`src/verilog/clkpwr_map.svh`:
```
/*
  Register offsets, field positions, reset values and timing counts of the
  clock and power mode control block.
  Assumes a 20 MHz reference clock and APB byte addressing.
*/
`ifndef CLKPWR_MAP_SVH
`define CLKPWR_MAP_SVH

////////////////////////////////////////////////////////////////////////////////
// Register offsets
`define CTRL_OFFSET      12'h000
`define STAT_OFFSET      12'h004

////////////////////////////////////////////////////////////////////////////////
// Control register fields
`define CTRL_CLK_SEL_BIT   0
`define CTRL_FOSC_EN_BIT   1
`define CTRL_REG_LVL_BIT   2
`define CTRL_BOOST_BIT     3
`define CTRL_OSC_LV_BIT    4
`define CTRL_CONV_LV_BIT   5
`define CTRL_SVD_EN_BIT    6
`define CTRL_WIDTH         7
`define CTRL_RESET         7'h00

////////////////////////////////////////////////////////////////////////////////
// Status register fields
`define STAT_SRC_FAST_BIT  0
`define STAT_REG_LVL_BIT   1
`define STAT_BOOST_OK_BIT  2
`define STAT_REG_OK_BIT    3
`define STAT_FOSC_OK_BIT   4
`define STAT_RC_SLOW_BIT   5
`define STAT_FOSC_USE_BIT  6

////////////////////////////////////////////////////////////////////////////////
// Timing
`define REF_CLK_MHZ        20
`define BOOST_SETTLE_US    100000
`define REG_SETTLE_US      2500
`define FOSC_SETTLE_US     5000
`define BOOST_SETTLE_CYC   (`BOOST_SETTLE_US * `REF_CLK_MHZ)
`define REG_SETTLE_CYC     (`REG_SETTLE_US * `REF_CLK_MHZ)
`define FOSC_SETTLE_CYC    (`FOSC_SETTLE_US * `REF_CLK_MHZ)
`define TIMER_WIDTH        21
`define STRAP_WAIT         2'h3

`endif

```
`src/verilog/clkpwr_pkg.sv`:
```
/*
  Types of the clock and power mode control block.
  Assumes clkpwr_map.svh for widths.
*/
`include "clkpwr_map.svh"

package clkpwr_pkg;

  typedef struct packed {
    logic supply_detector_enable;
    logic converter_lowvolt_select;
    logic osc_lowvolt_select;
    logic booster_enable;
    logic osc_regulator_level;
    logic fast_osc_enable;
    logic cpu_clock_select;
  } ctrl_s;

  typedef logic [`TIMER_WIDTH-1:0] tmr_t;

endpackage : clkpwr_pkg

```
`src/verilog/glitch_free_clk_sel.sv`:
```
/*
  Glitch-free selector between the slow and fast oscillator levels.
  Assumes both levels are already synchronised to ref_clk_in.
*/
`timescale 1ns/100ps
`default_nettype none

module glitch_free_clk_sel
(
  // Clock and reset
  input  wire logic ref_clk_in,
  input  wire logic reset_in,
  // Sources and select
  input  wire logic slow_lvl_in,
  input  wire logic fast_lvl_in,
  input  wire logic sel_fast_in,
  // Outputs
  output logic      cpu_clk_out,
  output logic      src_fast_out
);

  logic en_slow_r;
  logic en_slow_nxt;
  logic en_fast_r;
  logic en_fast_nxt;
  logic clk_nxt;

  ////////////////////////////////////////////////////////////////////////////////
  // Each gate opens or closes only while its source is low, and never
  // both at once, so no output pulse is ever cut short
  always_comb
  begin
    en_slow_nxt = en_slow_r;
    en_fast_nxt = en_fast_r;
    if (!slow_lvl_in)
    begin
      en_slow_nxt = !sel_fast_in && !en_fast_r;
    end
    if (!fast_lvl_in)
    begin
      en_fast_nxt = sel_fast_in && !en_slow_r;
    end
    clk_nxt = (en_slow_r && slow_lvl_in) || (en_fast_r && fast_lvl_in);
  end

  always_ff @(posedge ref_clk_in or posedge reset_in)
  begin
    if (reset_in)
    begin
      en_slow_r   <= 1'b1;
      en_fast_r   <= 1'b0;
      cpu_clk_out <= 1'b0;
    end
    else
    begin
      en_slow_r   <= en_slow_nxt;
      en_fast_r   <= en_fast_nxt;
      cpu_clk_out <= clk_nxt;
    end
  end

  assign src_fast_out = en_fast_r;

endmodule : glitch_free_clk_sel

`default_nettype wire

```
`src/verilog/clock_power_mode_control.sv`:
```
/*
  Clock source, oscillator, regulator, booster, low-voltage mode and supply
  detector control, reached over APB.
  Assumes oscillator levels and mask-option straps arrive asynchronously on
  pins; software keeps the documented sequences and uses the settle flags.
*/
`timescale 1ns/100ps
`default_nettype none
`include "clkpwr_map.svh"

// What this block does
// - After reset the CPU runs from the slow oscillator.
// - After reset the fast oscillator is stopped.
// - After reset the regulator level selects the low 1.3 V setting.
// - After reset booster and both low-voltage selects are off.
// - After reset the supply detector is off.
// - RC slow oscillator with fast oscillator used fixes level at 2.1 V.
// - RC slow oscillator without fast oscillator runs at 1.3 V.
module clock_power_mode_control
  import clkpwr_pkg::*;
#(
  parameter int unsigned BOOST_CYC = `BOOST_SETTLE_CYC,
  parameter int unsigned REG_CYC   = `REG_SETTLE_CYC,
  parameter int unsigned FOSC_CYC  = `FOSC_SETTLE_CYC
)
(
  // Clock and reset
  input  wire logic        ref_clk_in,
  input  wire logic        reset_in,
  // APB slave
  input  wire logic        psel_in,
  input  wire logic        penable_in,
  input  wire logic        pwrite_in,
  input  wire logic [11:0] paddr_in,
  input  wire logic [31:0] pwdata_in,
  input  wire logic [3:0]  pstrb_in,
  output logic      [31:0] prdata_out,
  output logic             pready_out,
  output logic             pslverr_out,
  // Oscillator pins and mask-option straps
  input  wire logic        slow_osc_in,
  input  wire logic        fast_osc_in,
  input  wire logic        rc_slow_strap_in,
  input  wire logic        fast_used_strap_in,
  // Analog controls
  output logic             cpu_clk_out,
  output logic             fast_osc_enable_out,
  output logic             osc_regulator_level_out,
  output logic             booster_enable_out,
  output logic             osc_lowvolt_select_out,
  output logic             converter_lowvolt_select_out,
  output logic             supply_detector_enable_out
);

  ////////////////////////////////////////////////////////////////////////////////
  // Pin synchronisers
  logic [3:0] meta_r;
  logic [3:0] sync_r;

  always_ff @(posedge ref_clk_in or posedge reset_in)
  begin
    if (reset_in)
    begin
      meta_r <= 4'h0;
      sync_r <= 4'h0;
    end
    else
    begin
      meta_r <= {fast_used_strap_in, rc_slow_strap_in, fast_osc_in, slow_osc_in};
      sync_r <= meta_r;
    end
  end

  ////////////////////////////////////////////////////////////////////////////////
  // Strap capture, once the synchronisers have filled after release
  logic [1:0] cap_cnt_r;
  logic [1:0] cap_cnt_nxt;
  logic       rc_slow_r;
  logic       rc_slow_nxt;
  logic       fast_used_r;
  logic       fast_used_nxt;

  always_comb
  begin
    cap_cnt_nxt   = cap_cnt_r;
    rc_slow_nxt   = rc_slow_r;
    fast_used_nxt = fast_used_r;
    if (cap_cnt_r != `STRAP_WAIT)
    begin
      cap_cnt_nxt = cap_cnt_r + 2'h1;
    end
    else
    begin
      cap_cnt_nxt = cap_cnt_r;
    end
    if (cap_cnt_r == `STRAP_WAIT - 2'h1)
    begin
      rc_slow_nxt   = sync_r[2];
      fast_used_nxt = sync_r[3];
    end
  end

  always_ff @(posedge ref_clk_in or posedge reset_in)
  begin
    if (reset_in)
    begin
      cap_cnt_r   <= 2'h0;
      rc_slow_r   <= 1'b0;
      fast_used_r <= 1'b0;
    end
    else
    begin
      cap_cnt_r   <= cap_cnt_nxt;
      rc_slow_r   <= rc_slow_nxt;
      fast_used_r <= fast_used_nxt;
    end
  end

  ////////////////////////////////////////////////////////////////////////////////
  // APB slave: one wait state, write and read data taken on the pready edge
  ctrl_s       ctrl_r;
  ctrl_s       ctrl_nxt;
  logic        pready_nxt;
  logic        pslverr_nxt;
  logic [31:0] prdata_nxt;
  logic [31:0] stat_word;
  logic        access;
  logic        hit_ctrl;
  logic        hit_stat;
  logic        src_fast;
  logic        lvl_r;
  logic [2:0]  settled;

  always_comb
  begin
    stat_word = 32'h0;
    stat_word[`STAT_SRC_FAST_BIT] = src_fast;
    stat_word[`STAT_REG_LVL_BIT]  = lvl_r;
    stat_word[`STAT_BOOST_OK_BIT] = settled[0];
    stat_word[`STAT_REG_OK_BIT]   = settled[1];
    stat_word[`STAT_FOSC_OK_BIT]  = settled[2];
    stat_word[`STAT_RC_SLOW_BIT]  = rc_slow_r;
    stat_word[`STAT_FOSC_USE_BIT] = fast_used_r;
  end

  always_comb
  begin
    access      = psel_in && penable_in;
    hit_ctrl    = paddr_in == `CTRL_OFFSET;
    hit_stat    = paddr_in == `STAT_OFFSET;
    ctrl_nxt    = ctrl_r;
    pready_nxt  = access && !pready_out;
    pslverr_nxt = 1'b0;
    prdata_nxt  = 32'h0;
    if (access && !pready_out)
    begin
      pslverr_nxt = !hit_ctrl && !hit_stat;
      if (!pwrite_in && hit_ctrl)
      begin
        prdata_nxt = {25'h0, ctrl_r};
      end
      else if (!pwrite_in && hit_stat)
      begin
        prdata_nxt = stat_word;
      end
    end
    // Every bit is stored as written; the ordering is left to software
    if (access && pready_out && pwrite_in && hit_ctrl && pstrb_in[0])
    begin
      ctrl_nxt = ctrl_s'(pwdata_in[`CTRL_WIDTH-1:0]);
    end
  end

  always_ff @(posedge ref_clk_in or posedge reset_in)
  begin
    if (reset_in)
    begin
      ctrl_r      <= ctrl_s'(`CTRL_RESET);
      pready_out  <= 1'b0;
      pslverr_out <= 1'b0;
      prdata_out  <= 32'h0;
    end
    else
    begin
      ctrl_r      <= ctrl_nxt;
      pready_out  <= pready_nxt;
      pslverr_out <= pslverr_nxt;
      prdata_out  <= prdata_nxt;
    end
  end

  ////////////////////////////////////////////////////////////////////////////////
  // Effective regulator level; the RC option overrides the software bit
  logic lvl_nxt;

  always_comb
  begin
    if (rc_slow_r)
    begin
      lvl_nxt = fast_used_r;
    end
    else
    begin
      lvl_nxt = ctrl_r.osc_regulator_level;
    end
  end

  always_ff @(posedge ref_clk_in or posedge reset_in)
  begin
    if (reset_in)
    begin
      lvl_r <= 1'b0;
    end
    else
    begin
      lvl_r <= lvl_nxt;
    end
  end

  ////////////////////////////////////////////////////////////////////////////////
  // Settle timers: booster, regulator level, fast oscillator.
  // They only report; hardware does not hold back a write made too early.
  logic [2:0] arm;
  tmr_t       lim [3];

  always_comb
  begin
    arm[0] = ctrl_r.booster_enable;
    arm[1] = lvl_r;
    arm[2] = ctrl_r.fast_osc_enable;
    lim[0] = tmr_t'(BOOST_CYC - 1);
    lim[1] = tmr_t'(REG_CYC - 1);
    lim[2] = tmr_t'(FOSC_CYC - 1);
  end

  genvar gi;
  generate
    for (gi = 0; gi < 3; gi++)
    begin : g_tmr
      tmr_t cnt_r;
      tmr_t cnt_nxt;
      logic done_r;
      logic done_nxt;

      always_comb
      begin
        cnt_nxt  = cnt_r;
        done_nxt = done_r;
        if (!arm[gi])
        begin
          cnt_nxt  = '0;
          done_nxt = 1'b0;
        end
        else if (!done_r)
        begin
          cnt_nxt  = cnt_r + tmr_t'(1);
          done_nxt = cnt_r == lim[gi];
        end
      end

      always_ff @(posedge ref_clk_in or posedge reset_in)
      begin
        if (reset_in)
        begin
          cnt_r  <= '0;
          done_r <= 1'b0;
        end
        else
        begin
          cnt_r  <= cnt_nxt;
          done_r <= done_nxt;
        end
      end

      assign settled[gi] = done_r;
    end
  endgenerate

  ////////////////////////////////////////////////////////////////////////////////
  // CPU clock selection; a stopped fast oscillator reads as low
  logic fast_lvl;

  always_comb
  begin
    fast_lvl = sync_r[1] && ctrl_r.fast_osc_enable;
  end

  glitch_free_clk_sel u_clk_sel
  (
    .ref_clk_in   (ref_clk_in),
    .reset_in     (reset_in),
    .slow_lvl_in  (sync_r[0]),
    .fast_lvl_in  (fast_lvl),
    .sel_fast_in  (ctrl_r.cpu_clock_select),
    .cpu_clk_out  (cpu_clk_out),
    .src_fast_out (src_fast)
  );

  ////////////////////////////////////////////////////////////////////////////////
  // Analog controls straight from the control flops; the regulator level comes from lvl_r
  assign fast_osc_enable_out          = ctrl_r.fast_osc_enable;
  assign osc_regulator_level_out      = lvl_r;
  assign booster_enable_out           = ctrl_r.booster_enable;
  assign osc_lowvolt_select_out       = ctrl_r.osc_lowvolt_select;
  assign converter_lowvolt_select_out = ctrl_r.converter_lowvolt_select;
  assign supply_detector_enable_out   = ctrl_r.supply_detector_enable;

endmodule : clock_power_mode_control

`default_nettype wire

```
`config.mk`:
```
export PLATFORM = sky130hd
export DESIGN_NAME = clock_power_mode_control
export DESIGN_NICKNAME = d
export VERILOG_FILES = /design/src/verilog/clkpwr_pkg.sv /design/src/verilog/glitch_free_clk_sel.sv /design/src/verilog/clock_power_mode_control.sv
export VERILOG_INCLUDE_DIRS = /design/src /design/src/verilog
export SDC_FILE = /design/constraint.sdc
export NUM_CORES = 1
export LEC_CHECK = 0
export BUFFER_PORTS_ARGS = -buffer_cell sky130_fd_sc_hd__buf_4
export CAP_MARGIN = 30
export CORE_MARGIN = 2
export CORE_UTILIZATION = 55
export DETAILED_ROUTE_END_ITERATION = 8
export GPL_ROUTABILITY_DRIVEN = 0
export PLACE_DENSITY = 0.87
export SLEW_MARGIN = 20
export SYNTH_ARGS = -nofsm -noshare
export SYNTH_HDL_FRONTEND = slang
export SYNTH_HIERARCHICAL = 1
export SYNTH_SLANG_ARGS = --single-unit
```
`constraint.sdc`:
```
create_clock -name ref_clk_in -period 3.7 [get_ports ref_clk_in]
set_input_delay 0.185 -clock ref_clk_in [delete_from_list [all_inputs] [get_ports ref_clk_in]]
set_output_delay 0.185 -clock ref_clk_in [all_outputs]
set_load 0.005 [all_outputs]
```
==> reports/results.txt <==
The flow ran to the end, and the final reports show no timing, DRC or antenna violations. The post-layout net count was 574; the starting density of the core was 0.559. The synthesis-stage register bit count was 98; the part of the cycle the worst path needs was 0.595. The total half-perimeter wirelength after legalization and detailed placement was 6980 µm; the post-synthesis instance area was 4830 µm². The worst-case headroom to the max-slew limit is 0.574. Setup slack on the critical path of the routed design comes to 1.50 ns. Detailed routing inserted a total of 3,716 vias. Counting distinct cell types in the post-synthesis netlist gives 50. The most common cell after layout, fill and taps aside is dfrtp_1.

The post-synthesis async set-or-reset flop share works out to 1.00. The area share of and/or/nand/nor cells after synthesis was 0.224; the total negative slack for setup checks was 0 ns. The clock transition at the registers of the reported paths works out to 0.10 ns. TritonCTS built the clock tree. For this run, the number of Yosys warnings is 6. The hold slack was 0.0424 ns; the post-detailed-routing wire length was 10,100 µm.

At the worst endpoint, the required time is 3.98 ns. The H-tree was split into 3 levels. The number of global-route vias before repair was 3,624; the share of the synthesized area in compound gates (AO/OA/AOI/OAI) was 0.0819. The initial antenna violation count was 0. Post-CTS repair changed the size of 0 cells. Together, buffers and inverters on the worst path number 0. The main combinational cell family by area after synthesis is simple AND/OR/NAND/NOR gates. 0 antenna diodes ended up in the layout. Number of instances on the worst hold path: 2. The xor and xnor fraction of the mapped netlist area was 0.0544; the synthesized area divided by synthesized cell count was 10.3 µm². Fill cells in the final layout number 686.

Worst hold path startpoint: pwdata_in[2]. The total power after layout was 1.99 mW. The worst path needs 2.20 ns of the cycle, external delays included. The number of cells on the worst reg-to-reg path is 5.

The critical register-to-register path startpoint is g_tmr[1].cnt_r[0]. Final-report hold violation count: 0. The clock passes through at most 2 buffers.

The first global-routing pass estimated 16,800 µm of wire. For hold timing, the worst endpoint is ctrl_r[2]. The worst setup path is launched from a register. The number of buffers added on ports came out at 44.

The wire length per cell is 16.1 µm. Endpoint type of the worst setup path: a register. The all-layer global routing usage is 0.218. Entering global routing, the biggest net connects 45 pins. The die covers 9540 µm².

The root buffer cell chosen for the clock tree is clkbuf_8. The number of primary I/O pins came out at 98. The number of cells on the critical path was 5; the number of enable flip-flop cells after synthesis was 0. The cell count after synthesis came out at 469. The run gives 98 as the number of sinks on the clock net. Leaving out fill and tap cells, the most frequent cells in the layout are 97 x dfrtp_1, 46 x buf_4, 41 x nor2_1. The pin slew with the least headroom to its limit came out at 0.638 ns. The cell with the largest stage delay on the worst path is or3_1.

The run gives 0 as the total count of max-transition violations in the final report. The sequential-to-total area share from yosys stat is 0.508. In this run the static leakage power is 2.27 nW. The maximum achievable frequency was 0.454 GHz; the max-cap violation count was 0. The logs give 0.214 mV for the peak ir drop on the vdd network and 8640 µm² for the standard cell core area. Summed over all layers, the global routing overflow is 0. The detail-routed via count per cell came out at 5.95. Traced cell by cell, the critical path runs through ha_1, nand3_1, or3_1, or4_1, a21oi_1.

For the worst setup path, the data arrival time is 2.48 ns. For the register-to-register setup slack, the log shows 1.50 ns. The worst setup path is of the reg2reg kind. The post-route DRC violation count is 0, and the fraction of layout instances using a drive strength above 1 is 0.159. The floorplan has 34 rows. The path type of the worst min-delay path is in2reg. The width of the die is 97.7 µm. Setup repair after global routing left no endpoint under its margin. In this run, CTS created clock tree buffers numbering 9. Largest fanout on the critical path: 8.

The cell family contributing the most delay on the critical path is simple AND/OR/NAND/NOR gates. The floorplan step set the die height to 97.7 µm. The most used flip-flop cell after synthesis is dfrtp_1. The share of synthesized area spent on multiplexers is 0.0503, and the first-pass detailed-route iteration total is 6. The count of antenna-violating nets left after detailed routing is 0.

The worst register-to-register path ends at g_tmr[1].cnt_r[14]. The adder-cell area share of the yosys netlist was 0.0130. The later-pin clock latency in the skew report was 0.37 ns. The detailed router's first-iteration violation count is 200, and the setup violation total in the final timing report is 0. The clock skew after layout was 0.00782 ns; the area growth from synthesis to layout was 12.1%. The run gives 0 as the total setup buffers inserted after CTS.

The pre-CTS worst setup slack came out at 1.53 ns. The largest single stage delay on the critical path is 0.55 ns. Power spread over the standard cell area amounts to 368 nW/µm².
-- where the power goes --
group	internal [mW]	leakage (nW)	switching (mW)
Clock	0.449	0.123	0.378
Combinational	0.0337	0.824	0.0436
Sequential	1.08	1.33	0.00733
Total	1.56	2.27	0.429
-- synth_stat cells (2+ instances only) --
master     n  area, µm²
xnor2_1   14        123
nand2b_1   5       31.3
nor2_1    41        154
inv_1     10       37.5
nand2_1   26       97.6
o31ai_1   13       97.6
buf_4     25        188
nor3b_1    3       22.5
mux2_2    10        113
dfrtp_1   97       2430
or4_1     15        113
nor4b_1    5       43.8
a21oi_1   25        125
nand3_1   21        105
nand4_1   17        106
and4_1     6       52.6
o21ai_0   13       65.1
clkinv_1   2       7.51
nand4b_1   3       26.3
clkbuf_1  13       48.8
nor3_1     6       30.0
o31a_1     2       17.5
buf_6      3       33.8
and3_1     5       31.3
and2_1     5       31.3
nor2b_1    3       18.8
o21a_1     2       15.0
or3_1     12       75.1
ha_1       5       62.6
nor4_1    15       93.8
xor2_1    16        140
mux2i_1   13        130
-- worst register-to-register path, delay by kind of cell (launching register included) --
kind            cells  cell delay (ns)
compound gates      1             0.16
flops               1             0.43
fa+ha+maj           1             0.20
simple gates        3             1.34
-- kinds of logic (layout without fill, tap and decap cells) --
kind of cell    Yosys count  count (layout)
other cells               1              25
fa+ha+maj                 5               5
compound gates           63              63
flops                    98              98
mux                      23              23
simple gates            194             194
buf+inv                  55              79
xor+xnor                 30              30
-- layout make-up --
cell class / instances / area, µm² / area share
well taps: 108 / 135 / 0.0250
repair buffers: 51 / 395 / 0.0731
clock buffers: 9 / 124 / 0.0229
inverters: 12 / 46.3 / 0.00855
clock inverters: 7 / 118 / 0.0217
multi-input cells: 340 / 2140 / 0.395
flip-flops and latches: 98 / 2450 / 0.453
-- worst max-delay path by stage --
stage | slack, ns | from | to
2_1_floorplan | 1.04 | reset_in | booster_enable_out
3_3_place_gp | 1.68 | g_tmr[1].cnt_r[0] | g_tmr[1].cnt_r[14]
3_5_place_dp | 1.53 | g_tmr[1].cnt_r[0] | g_tmr[1].cnt_r[14]
4_1_cts | 1.49 | g_tmr[1].cnt_r[0] | g_tmr[1].cnt_r[14]
5_1_grt | 1.41 | g_tmr[1].cnt_r[0] | g_tmr[1].cnt_r[14]
6_report | 1.50 | g_tmr[1].cnt_r[0] | g_tmr[1].cnt_r[14]
-- sequential cells by signal, summed over array words and instances, names as in the netlist, 2 cells and up --
name          count
g_tmr.done_r      3
meta_r            4
g_tmr.cnt_r      63
sync_r            4
prdata_out        7
ctrl_r            2
cap_cnt_r         2
-- through the flow --
step	instances	utilization	instance area [µm²]
floorplan	493	-	4920
finish	625	0.627	5410
CTS	625	0.627	5410
global placement	604	0.593	5120
detailed placement	604	0.593	5120
global route	625	0.627	5410
-- metal layers --
metal | wire length (µm) | vias to the layer above | part of all wire | global-route usage
met4 | 235 | 0 | 0.023 | 0.0940
met2 | 5280 | 111 | 0.52 | 0.373
li1 | - | 1720 | - | -
met3 | 364 | 25 | 0.036 | 0.0360
met5 | 0 | - | 0 | 0
met1 | 4200 | 1860 | 0.42 | 0.275
-- timing repair --
item	in CTS	in global routing
setup endpoints to repair	0	0
hold buffers	5	0
hold endpoints to repair	24	0
No activity file was read; power rests on OpenSTA's default activity.
